**src/include/bcbd_map.svh**
```systemverilog
// bcbd_map.svh: opcode patterns, field positions and address bases
// assumes 24-bit instruction words with the opcode class in bits 23..16
`ifndef BCBD_MAP_SVH
`define BCBD_MAP_SVH
`define BCBD_UB_TSTCLR    8'h0A
`define BCBD_UB_TSTCLR_LO 8'h01
`define BCBD_UB_BRZERO    8'h0C
`define BCBD_UB_BRZERO_LO 8'h04
`define BCBD_UB_ALW       8'h0D
`define BCBD_UB_ALW_S     8'h05
`define BCBD_ALW_LONG     24'h0D10C0
`define BCBD_ALW_REG_MID  5'h03
`define BCBD_ALW_TAIL     8'hC0
`define BCBD_ALW_S_MID    6'h03
`define BCBD_IO_HI_BASE  24'hFFFFC0
`define BCBD_IO_LO_BASE  24'hFFFF80
`define BCBD_EA_EXT_MODE 3'h6
`define BCBD_BIT_LIMIT   5'h18
`define BCBD_PC_STEP1    24'h000001
`define BCBD_PC_STEP2    24'h000002
`endif

```
**src/include/bcbd_pkg.sv**
```systemverilog
// bcbd_pkg: types shared by the bit-clear and branch decoder
// takes nothing from bcbd_map.svh; its enum encodings are given here
package bcbd_pkg;
  typedef enum logic [1:0] {
    ST_IDLE = 2'b00, ST_AREG = 2'b01, ST_RD = 2'b10, ST_WR = 2'b11
  } bcbd_state_e;
  typedef enum logic [2:0] {
    OP_NONE = 3'b000, OP_TSTCLR = 3'b001, OP_BRZERO = 3'b010,
    OP_ALW_L = 3'b011, OP_ALW_S = 3'b100, OP_ALW_R = 3'b101
  } bcbd_op_e;
  typedef enum logic [2:0] {
    K_EA = 3'b000, K_ABS = 3'b001, K_IOHI = 3'b010,
    K_IOLO = 3'b011, K_REG = 3'b100
  } bcbd_kind_e;
  typedef struct packed {
    bcbd_op_e   op;
    bcbd_kind_e kind;
    logic [4:0] bitn;
    logic       space;
    logic [5:0] field;
    logic       ext;
  } bcbd_dec_s;
endpackage

```
**src/core/bcbd_decoder.sv**
```systemverilog
// bcbd_decoder: decode and execute of bit test-and-clear, branch always
// and branch-if-bit-clear; assumes the fetch path offers the opcode word
// and its following word together, and an operand unit that acks accesses
//
// Contract
// - decode effective-address test-and-clear; optional extension word.
// - decode test-and-clear on absolute short address 0 to 63.
// - decode test-and-clear on upper I/O window and on-chip register.
// - decode test-and-clear on lower I/O window, space bit in bit 6.
// - bit goes to carry, operand written back cleared, bus held locked.
// - branch always loads PC plus signed displacement.
// - long branch uses fixed opcode and 24-bit extension displacement.
// - short branch sign-extends a 9-bit split displacement.
// - register branch adds one of eight address registers to PC.
// - branch always never touches condition flags.
// - branch-if-clear jumps to PC plus displacement when bit is zero.
// - branch-if-clear falls through when the tested bit is one.
// - post-modify address update happens whether or not branching.
// - branch-if-clear displacement comes from the extension word.
// - reading system stack high as branch-if-clear source decrements stack pointer.
// - branch-if-clear bit position is immediate, 0 to 23 only.
// - branch-if-clear takes memory, absolute, both I/O and register.
`include "bcbd_map.svh"
`timescale 1ns/1ns
`default_nettype none
module bcbd_decoder import bcbd_pkg::*; #(
  parameter int          WORD_W   = 24,
  parameter logic [5:0]  STK_HIGH_CODE = 6'h3C
) (
  // clock and reset
  input  wire logic              clk_sys,
  input  wire logic              rst_n,
  // fetch side
  input  wire logic              instr_valid,
  input  wire logic [WORD_W-1:0] instr_word,
  input  wire logic [WORD_W-1:0] instr_ext,
  input  wire logic [WORD_W-1:0] instr_pc,
  output logic                   instr_ready,
  // address register read
  output logic [2:0]             areg_sel,
  input  wire logic [WORD_W-1:0] areg_data,
  // operand access
  output logic                   opr_req,
  output logic                   opr_we,
  output logic                   opr_lock,
  output bcbd_kind_e             opr_kind,
  output logic                   opr_space,
  output logic [5:0]             opr_field,
  output logic [WORD_W-1:0]      opr_addr,
  output logic [WORD_W-1:0]      opr_wdata,
  input  wire logic              opr_ack,
  input  wire logic [WORD_W-1:0] opr_rdata,
  // program control results
  output logic                   done,
  output logic                   illegal,
  output logic                   pc_load,
  output logic [WORD_W-1:0]      pc_value,
  output logic                   carry_we,
  output logic                   carry_val,
  output logic                   ea_update,
  output logic                   sp_dec
);
  if (WORD_W != 24) begin : g_chk
    $error("bcbd_decoder serves 24-bit words only");
  end

  function automatic logic [23:0] pc_add(input logic [23:0] a,
                                         input logic [23:0] b);
    pc_add = a + b;
  endfunction

  function automatic bcbd_dec_s decode(input logic [23:0] w);
    bcbd_dec_s d;
    d       = '0;
    d.op    = OP_NONE;
    d.kind  = K_EA;
    d.bitn  = w[4:0];
    d.space = w[6];
    d.field = w[13:8];
    case (w[23:16])
      `BCBD_UB_TSTCLR: begin
        case (w[15:14])
          2'b00: if (!w[7] && !w[5]) d.op = OP_TSTCLR;
          2'b01: if (!w[7] && !w[5]) d.op = OP_TSTCLR;
          2'b10: if (!w[7] && !w[5]) d.op = OP_TSTCLR;
          default: if (w[7:6] == 2'b01 && !w[5]) d.op = OP_TSTCLR;
        endcase
        d.kind = (w[15:14] == 2'b00) ? K_ABS :
                 (w[15:14] == 2'b01) ? K_EA  :
                 (w[15:14] == 2'b10) ? K_IOHI : K_REG;
        d.ext  = (w[15:14] == 2'b01) &&
                 (w[13:11] == `BCBD_EA_EXT_MODE);
      end
      `BCBD_UB_TSTCLR_LO: begin
        if (w[15:14] == 2'b00 && !w[7] && !w[5]) begin
          d.op = OP_TSTCLR;
        end
        d.kind = K_IOLO;
      end
      `BCBD_UB_BRZERO: begin
        if (w[15] && !w[5]) begin
          if (!w[14]) begin
            d.op   = OP_BRZERO;
            d.kind = w[7] ? K_ABS : K_EA;
          end else if (!w[7] || !w[6]) begin
            d.op   = OP_BRZERO;
            d.kind = w[7] ? K_REG : K_IOHI;
          end
        end
        d.ext = 1'b1;
      end
      `BCBD_UB_BRZERO_LO: begin
        if (w[15:14] == 2'b10 && !w[7] && !w[5]) d.op = OP_BRZERO;
        d.kind = K_IOLO;
        d.ext  = 1'b1;
      end
      `BCBD_UB_ALW: begin
        if (w == `BCBD_ALW_LONG) begin
          d.op  = OP_ALW_L;
          d.ext = 1'b1;
        end else if (w[15:11] == `BCBD_ALW_REG_MID &&
                     w[7:0] == `BCBD_ALW_TAIL) begin
          d.op = OP_ALW_R;
        end
      end
      `BCBD_UB_ALW_S: begin
        if (w[15:10] == `BCBD_ALW_S_MID && !w[5]) begin
          d.op = OP_ALW_S;
        end
      end
      default: d.op = OP_NONE;
    endcase
    if ((d.op == OP_TSTCLR || d.op == OP_BRZERO) &&
        d.bitn >= `BCBD_BIT_LIMIT) begin
      d.op = OP_NONE;
    end
    return d;
  endfunction

  bcbd_dec_s   dec;
  bcbd_state_e state_q;
  bcbd_op_e    op_q;
  logic [4:0]  bit_q;
  logic [23:0] pc_q;
  logic [23:0] disp_q;
  logic [23:0] len_q;
  logic [23:0] short_disp;
  logic [23:0] mask;
  logic        take_new;
  logic        tested;
  logic        fin;

  assign dec        = decode(instr_word);
  assign take_new   = (state_q == ST_IDLE) && instr_valid;
  assign short_disp = {{15{instr_word[9]}}, instr_word[9:6],
                       instr_word[4:0]};
  assign mask       = 24'h000001 << bit_q;
  assign tested     = opr_rdata[bit_q];
  assign fin = (take_new && (dec.op == OP_NONE || dec.op == OP_ALW_L ||
                             dec.op == OP_ALW_S)) ||
               (state_q == ST_AREG) ||
               (state_q == ST_RD && opr_ack && op_q == OP_BRZERO) ||
               (state_q == ST_WR && opr_ack);

  // sequencing and operand access
  always_ff @(posedge clk_sys or negedge rst_n) begin
    if (!rst_n) begin
      state_q     <= ST_IDLE;
      op_q        <= OP_NONE;
      bit_q       <= 5'h00;
      pc_q        <= 24'h000000;
      disp_q      <= 24'h000000;
      len_q       <= 24'h000000;
      instr_ready <= 1'b0;
      areg_sel    <= 3'h0;
      opr_req     <= 1'b0;
      opr_we      <= 1'b0;
      opr_lock    <= 1'b0;
      opr_kind    <= K_EA;
      opr_space   <= 1'b0;
      opr_field   <= 6'h00;
      opr_addr    <= 24'h000000;
      opr_wdata   <= 24'h000000;
    end else begin
      instr_ready <= 1'b0;
      case (state_q)
        ST_IDLE: begin
          instr_ready <= !instr_valid;
          if (instr_valid) begin
            op_q      <= dec.op;
            bit_q     <= dec.bitn;
            pc_q      <= instr_pc;
            disp_q    <= instr_ext;
            len_q     <= dec.ext ? `BCBD_PC_STEP2 : `BCBD_PC_STEP1;
            opr_kind  <= dec.kind;
            opr_space <= dec.space;
            opr_field <= dec.field;
            areg_sel  <= instr_word[10:8];
            case (dec.kind)
              K_ABS:   opr_addr <= {18'h0, dec.field};
              K_IOHI:  opr_addr <= `BCBD_IO_HI_BASE | {18'h0, dec.field};
              K_IOLO:  opr_addr <= `BCBD_IO_LO_BASE | {18'h0, dec.field};
              K_EA:    opr_addr <= (dec.op == OP_TSTCLR && dec.ext) ?
                                   instr_ext : 24'h000000;
              default: opr_addr <= 24'h000000;
            endcase
            if (dec.op == OP_ALW_R) begin
              state_q <= ST_AREG;
            end else if (dec.op == OP_TSTCLR || dec.op == OP_BRZERO) begin
              state_q  <= ST_RD;
              opr_req  <= 1'b1;
              opr_lock <= (dec.op == OP_TSTCLR);
            end
          end
        end
        ST_AREG: begin
          state_q     <= ST_IDLE;
          instr_ready <= 1'b1;
        end
        ST_RD: begin
          if (opr_ack) begin
            if (op_q == OP_TSTCLR) begin
              state_q   <= ST_WR;
              opr_we    <= 1'b1;
              opr_wdata <= opr_rdata & ~mask;
            end else begin
              state_q     <= ST_IDLE;
              opr_req     <= 1'b0;
              opr_lock    <= 1'b0;
              instr_ready <= 1'b1;
            end
          end
        end
        ST_WR: begin
          if (opr_ack) begin
            state_q     <= ST_IDLE;
            opr_req     <= 1'b0;
            opr_we      <= 1'b0;
            opr_lock    <= 1'b0;
            instr_ready <= 1'b1;
          end
        end
        default: state_q <= ST_IDLE;
      endcase
    end
  end

  // results toward program control
  always_ff @(posedge clk_sys or negedge rst_n) begin
    if (!rst_n) begin
      done      <= 1'b0;
      illegal   <= 1'b0;
      pc_load   <= 1'b0;
      pc_value  <= 24'h000000;
      carry_we  <= 1'b0;
      carry_val <= 1'b0;
      ea_update <= 1'b0;
      sp_dec    <= 1'b0;
    end else begin
      done      <= fin;
      pc_load   <= fin;
      illegal   <= fin && take_new && dec.op == OP_NONE;
      carry_we  <= 1'b0;
      ea_update <= 1'b0;
      sp_dec    <= 1'b0;
      if (take_new) begin
        case (dec.op)
          OP_ALW_L: pc_value <= pc_add(instr_pc, instr_ext);
          OP_ALW_S: pc_value <= pc_add(instr_pc, short_disp);
          default:  pc_value <= pc_add(instr_pc, `BCBD_PC_STEP1);
        endcase
      end else if (state_q == ST_AREG) begin
        pc_value <= pc_add(pc_q, areg_data);
      end else if (state_q == ST_RD && opr_ack) begin
        if (op_q == OP_BRZERO) begin
          pc_value  <= tested ? pc_add(pc_q, len_q)
                              : pc_add(pc_q, disp_q);
          ea_update <= (opr_kind == K_EA);
          sp_dec    <= (opr_kind == K_REG) &&
                       (opr_field == STK_HIGH_CODE);
        end else begin
          carry_val <= tested;
          pc_value  <= pc_add(pc_q, len_q);
        end
      end else if (state_q == ST_WR && opr_ack) begin
        carry_we  <= 1'b1;
        ea_update <= (opr_kind == K_EA);
      end
    end
  end

  wr_lock_a: assert property (
    @(posedge clk_sys) disable iff (!rst_n)
    opr_we |-> opr_lock && opr_req)
    else $error("write not locked");
  clr_data_a: assert property (
    @(posedge clk_sys) disable iff (!rst_n)
    state_q == ST_RD && opr_ack && op_q == OP_TSTCLR |=>
      opr_we && opr_wdata == ($past(opr_rdata) & ~$past(mask))
      && opr_wdata[$past(bit_q)] == 1'b0)
    else $error("bad clear data");
  alw_flags_a: assert property (
    @(posedge clk_sys) disable iff (!rst_n)
    carry_we |-> $past(op_q) == OP_TSTCLR)
    else $error("flags hit");
  alw_long_a: assert property (
    @(posedge clk_sys) disable iff (!rst_n)
    take_new && instr_word == `BCBD_ALW_LONG |=> pc_load && !illegal &&
      pc_value == $past(instr_pc) + $past(instr_ext))
    else $error("long branch target wrong");
  alw_short_a: assert property (
    @(posedge clk_sys) disable iff (!rst_n)
    take_new && dec.op == OP_ALW_S |=>
      pc_value == $past(instr_pc) + $past(short_disp))
    else $error("short branch target wrong");
  alw_reg_a: assert property (
    @(posedge clk_sys) disable iff (!rst_n)
    take_new && dec.op == OP_ALW_R |=> ##1 pc_load &&
      pc_value == $past(pc_q) + $past(areg_data))
    else $error("register branch wrong");
  brzero_pc_a: assert property (
    @(posedge clk_sys) disable iff (!rst_n)
    state_q == ST_RD && opr_ack && op_q == OP_BRZERO |=> pc_load &&
      pc_value == ($past(tested) ? $past(pc_q) + $past(len_q)
                                 : $past(pc_q) + $past(disp_q)))
    else $error("bit branch target wrong");
  ea_upd_a: assert property (
    @(posedge clk_sys) disable iff (!rst_n)
    state_q == ST_RD && opr_ack && op_q == OP_BRZERO && opr_kind == K_EA
      |=> ea_update)
    else $error("ea update missed");
  stk_pop_a: assert property (
    @(posedge clk_sys) disable iff (!rst_n)
    sp_dec |-> $past(opr_field) == STK_HIGH_CODE && $past(opr_kind) == K_REG)
    else $error("stray stack decrement");
  bit_range_a: assert property (
    @(posedge clk_sys) disable iff (!rst_n)
    take_new && instr_word[23:16] == `BCBD_UB_BRZERO &&
      instr_word[4:0] >= `BCBD_BIT_LIMIT |=> illegal)
    else $error("bit above 23 accepted");
endmodule // bcbd_decoder
`default_nettype wire

```
**config.mk**
```make
export PLATFORM = sky130hd
export DESIGN_NAME = bcbd_decoder
export DESIGN_NICKNAME = d
export VERILOG_FILES = /design/src/include/bcbd_pkg.sv /design/src/core/bcbd_decoder.sv
export VERILOG_INCLUDE_DIRS = /design/src /design/src/include
export SDC_FILE = /design/constraint.sdc
export NUM_CORES = 1
export LEC_CHECK = 0
export ABC_AREA = 1
export BUFFER_PORTS_ARGS = -buffer_cell sky130_fd_sc_hd__buf_2
export CAP_MARGIN = 10
export CORE_MARGIN = 2
export CORE_UTILIZATION = 40
export CTS_BUF_LIST = sky130_fd_sc_hd__clkbuf_2
export DETAILED_ROUTE_END_ITERATION = 12
export GPL_TIMING_DRIVEN = 0
export SETUP_SLACK_MARGIN = 0.05
export SLEW_MARGIN = 10
export SYNTH_ARGS = -nofsm -noshare
export SYNTH_HDL_FRONTEND = slang
export SYNTH_SLANG_ARGS = --single-unit
```
**constraint.sdc**
```tcl
create_clock -name clk_sys -period 2.3 [get_ports clk_sys]
set_input_delay 0.575 -clock clk_sys [delete_from_list [all_inputs] [get_ports clk_sys]]
set_output_delay 0.575 -clock clk_sys [all_outputs]
set_load 0.02 [all_outputs]
```
==> impl_metrics.json <==
{
  "clock_pin_slew_reported_for_the_worst_setup_and_hold_paths_after_clock_tree_synthesis_ps": 280,
  "groute.usage.overall_pct": 32.55,
  "ir_drop_mv": 0.4146,
  "yosys_warnings": 0,
  "tns_ps": -2413,
  "worst_hold_check_slack_ps": 54.10,
  "clockBufferDepth": 2,
  "reg2reg_setup_slack_ps": -140,
  "synthesis.nets": 2266,
  "min-delay-start": "instr_ext[10]",
  "die_w_um": 184.7,
  "cts_tree": "done",
  "worstPathCellList": "buf_6 -> nor2_4 -> nand3_4 -> nor2_4 -> nand2_2 -> nor3_4 -> inv_4 -> clkbuf_16 -> o22ai_4 -> ha_4 -> a21oi_4 -> nand2_2 -> a21boi_4 -> o21ai_2 -> nand3_1 -> nand2_1 -> nand2_1 -> nand3_2 -> nand2_1 -> inv_1 -> a21oi_1",
  "final.min_clock_period_ps": 2569,
  "syn_inst": 2067,
  "timing.critical_path.depth": 21,
  "criticalPathCategory": "in2reg",
  "detail_route.wirelength_um": 55330,
  "end_kind": "register",
  "post_synth.cell_area_avg_um2": 6.321,
  "failing_checks": "negative setup slack",
  "nFillCells": 3258,
  "min_delay_path_depth": 3,
  "die_y_um": 184.7,
  "ys_types": 49,
  "clock_insertion_delay_worst_skew_ps": 870,
  "hold_path_end": "disp_q[10]",
  "timing_max_transition_violations_final": 0,
  "worstHoldPathType": "in2reg",
  "start_util_pct": 40.36,
  "design.core.area_um2": 32370,
  "globalplace.congestion": 0.9916,
  "crit_path_max_incr_delay_ps": 250,
  "crit_path_top_delay_cell": "sky130_fd_sc_hd__ha_4",
  "cp_data_required_time_ps": 3080,
  "critical_path.startpoint_type": "input pin",
  "route.detailed.wl_per_inst_um": 18.97,
  "buffer_ports.inserted": 219,
  "grt_setup_unrepaired": "true",
  "path_common_cell": "sky130_fd_sc_hd__nand2_1",
  "power.total_mw": 15.01,
  "reg2reg_from": "pc_q[10]",
  "number_of_nets_still_failing_antenna_checks_after_routing": 0,
  "netlist_area_um2": 13070,
  "row_count": 66,
  "worst-path-buf-inv": 4,
  "vias_after_detailed_routing": 15642,
  "timing.rr.end": "pc_value[20]",
  "critical_path.top_delay_family": "simple AND/OR/NAND/NOR gates",
  "grt_start_max_net_pins": 98,
  "cts-buffers-inserted": 17,
  "ys_seq_area_share_pct": 29.11,
  "status": "finished, violations left",
  "combined_area_of_the_multi_input_logic_cells_um2": 9614,
  "worstMarginPinSlew_ps": 738.6,
  "grt_pass1_vias": 14915,
  "max_cap_violations": 0,
  "cts-root-buf": "sky130_fd_sc_hd__clkbuf_2",
  "setup_violations": 17,
  "grt_antenna_before_repair": 1,
  "crit_arrival_ps": 3340,
  "grt-ovfl-total": 0,
  "ff_latch_area_um2": 3836,
  "ys_dominant_reg_cell": "sky130_fd_sc_hd__dfrtp_1",
  "finish.net_count": 2659,
  "grt_first_pass_wirelength_um": 83580,
  "dieArea_um2": 34130,
  "ys_seq_elements": 152,
  "avgViaCountPerCell": 5.364,
  "final-hold-violation-count": 0,
  "synth_async_sr_flop_share_pct": 100.0,
  "drt_pass1_iterations": 6,
  "power.density_cell_area_nw_per_um2": 828.3,
  "post_route_cells_drive_above_1_share_pct": 27.90,
  "design.portCount": 220,
  "fin_worst_skew_ps": 64.67,
  "max_freq_mhz": 389.2,
  "synth_enable_flop_cells": 0,
  "postLayoutCoreUtil_pct": 55.97,
  "p_leak_nw": 9.333,
  "cts.htree.levels": 4,
  "period_share_pct": 111.7,
  "layout_setup_ws_ps": -269.4,
  "worst_r2r_path_depth": 14,
  "flow.area_growth_from_synthesis_pct": 38.67,
  "cts_num_sinks": 152,
  "slew-limit-headroom_pct": 50.76,
  "crit_path_max_fanout": 7,
  "drc": 0,
  "initialDrtViolationCount": 1309,
  "dpl.hpwl_um": 42320
}
[worst register-to-register path, stage by stage (launching register included)]
cell	delay (ps)
sky130_fd_sc_hd__dfrtp_2	590
sky130_fd_sc_hd__ha_4	340
sky130_fd_sc_hd__nand2_1	100
sky130_fd_sc_hd__nor2_1	160
sky130_fd_sc_hd__inv_1	80
sky130_fd_sc_hd__nor3_2	190
sky130_fd_sc_hd__nand3_1	150
sky130_fd_sc_hd__nand3_1	110
sky130_fd_sc_hd__nand2_1	50
sky130_fd_sc_hd__nand3_1	140
sky130_fd_sc_hd__nand3_1	140
sky130_fd_sc_hd__nand2_2	130
sky130_fd_sc_hd__nand2_1	50
sky130_fd_sc_hd__nand2_1	60
sky130_fd_sc_hd__nand2_1	40
[flip-flops by register name (all words and copies together), names as in the netlist, 4 cells and up]
name       flops
opr_field      4
opr_wdata     24
pc_q          24
opr_addr      24
disp_q        24
bit_q          5
pc_value      24
[layer usage]
layer | wire (um) | track usage (%) | vias up
met1 | 24250 | 43.01 | 7355
met4 | 2534 | 14.35 | 0
met5 | 0 | 0 | -
met2 | 24520 | 51.46 | 612
li1 | - | - | 7540
met3 | 4027 | 6.599 | 135
[cells in the mapped netlist, types with 2 or more instances]
cell type / number / area [um^2]
sky130_fd_sc_hd__fa_1: 4 / 80.08
sky130_fd_sc_hd__inv_2: 10 / 37.54
sky130_fd_sc_hd__xnor2_1: 15 / 131.4
sky130_fd_sc_hd__a31o_2: 2 / 17.52
sky130_fd_sc_hd__clkinv_1: 2 / 7.510
sky130_fd_sc_hd__or2_2: 5 / 31.28
sky130_fd_sc_hd__a21oi_1: 114 / 570.6
sky130_fd_sc_hd__nand2_1: 688 / 2582
sky130_fd_sc_hd__buf_1: 2 / 7.510
sky130_fd_sc_hd__clkbuf_1: 32 / 120.1
sky130_fd_sc_hd__dfrtp_1: 152 / 3804
sky130_fd_sc_hd__buf_4: 11 / 82.58
sky130_fd_sc_hd__ha_1: 71 / 888.4
sky130_fd_sc_hd__nor2_1: 166 / 623.1
sky130_fd_sc_hd__xor2_1: 25 / 219.0
sky130_fd_sc_hd__buf_2: 12 / 60.06
sky130_fd_sc_hd__nand3_1: 237 / 1186
sky130_fd_sc_hd__nand3_2: 3 / 30.03
sky130_fd_sc_hd__a31oi_1: 3 / 18.77
sky130_fd_sc_hd__inv_1: 229 / 859.6
sky130_fd_sc_hd__and3_1: 2 / 12.51
sky130_fd_sc_hd__nor2_4: 4 / 45.04
sky130_fd_sc_hd__nor4_1: 6 / 37.54
sky130_fd_sc_hd__nand2_2: 3 / 18.77
sky130_fd_sc_hd__nand2b_1: 2 / 12.51
sky130_fd_sc_hd__buf_6: 5 / 56.30
sky130_fd_sc_hd__o21bai_1: 8 / 60.06
sky130_fd_sc_hd__o21ai_1: 6 / 30.03
sky130_fd_sc_hd__and2_1: 3 / 18.77
sky130_fd_sc_hd__o211ai_1: 3 / 22.52
sky130_fd_sc_hd__nand3b_1: 9 / 67.56
sky130_fd_sc_hd__o22ai_1: 7 / 43.79
sky130_fd_sc_hd__nor2_2: 7 / 43.79
sky130_fd_sc_hd__a21o_1: 7 / 52.55
sky130_fd_sc_hd__nand4_1: 42 / 262.8
sky130_fd_sc_hd__a21boi_0: 3 / 22.52
sky130_fd_sc_hd__o21ai_0: 126 / 630.6
sky130_fd_sc_hd__nor3_1: 30 / 150.1
[worst max-delay path by stage]
stage                               from            to  slack [ps]
final                     instr_word[21]  pc_value[16]        -270
after global routing      instr_word[17]  pc_value[16]        -350
after CTS                        pc_q[0]  pc_value[22]         -80
after detailed placement  instr_word[21]  pc_value[23]       -1660
after global placement             rst_n      pc_q[20]       -1750
after floorplan           instr_word[21]  pc_value[19]        -710
[cells in the final DEF, fill, tap and decap left out, drive strengths merged, types with 2 or more instances in the layout]
cell type and count:
o21bai 8, clkbuf 51, a21boi 4, o22ai 7, o21ai 132, xnor2 15, dlygate4sd3 65, or2 6
clkinv 6, a31o 2, a21o 7, dfrtp 152, nand4 42, nor3 32, a31oi 3, and2 3
nand3 240, ha 71, xor2 25, clkinvlp 2, inv 246, and3 2, fa 4, nand2 692
a21oi 114, buf 338, o211ai 4, nand3b 10, nor2 177, nand2b 2, nor4 6
[where the power goes]
| group | switching [mW] | internal (mW) | leakage (nW) |
|---|---|---|---|
| Sequential | 0.889 | 3.36 | 1.90 |
| Clock | 1.23 | 0.432 | 0.137 |
| Combinational | 5.72 | 3.37 | 7.30 |
| Total | 7.84 | 7.17 | 9.33 |
[final cells by class]
type / count / share of cell area (%)
multi-input cells: 1612 / 53.06
flip-flops and latches: 152 / 21.17
repair buffers: 374 / 14.03
inverters: 241 / 5.041
well taps: 442 / 3.052
plain buffers: 62 / 2.362
clock inverters: 14 / 0.7665
clock buffers: 18 / 0.4972
diodes: 1 / 0.01381
[metrics by stage]
step	instances	area, um^2	setup slack (ps)
2_1_floorplan	2067	13330	-708.8
5_1_grt	2916	18120	-353.7
3_5_place_dp	2729	15010	-1661
3_3_place_gp	2728	14980	-1748
6_report	2916	18120	-269.4
4_1_cts	2905	17890	-81.18
[cells by family after synthesis]
kind of cell | after synthesis | synth area share (%)
AO/OA/AOI/OAI | 284 | 11.62
XOR/XNOR | 40 | 2.681
adder cells (fa/ha/maj) | 75 | 7.412
buffers and inverters | 303 | 9.423
flip-flops | 152 | 29.11
AND/OR/NAND/NOR | 1213 | 39.76
[timing repair]
action                     4_1_cts  5_1_grt
setup endpoints to repair      120      112
pin swaps                       89       19
gates resized for setup        304       53
buffers inserted                78        9
hold buffers                    64        1
gates cloned                     2        0
hold endpoints to repair       120        1
Power figures use the tool's default switching activity.
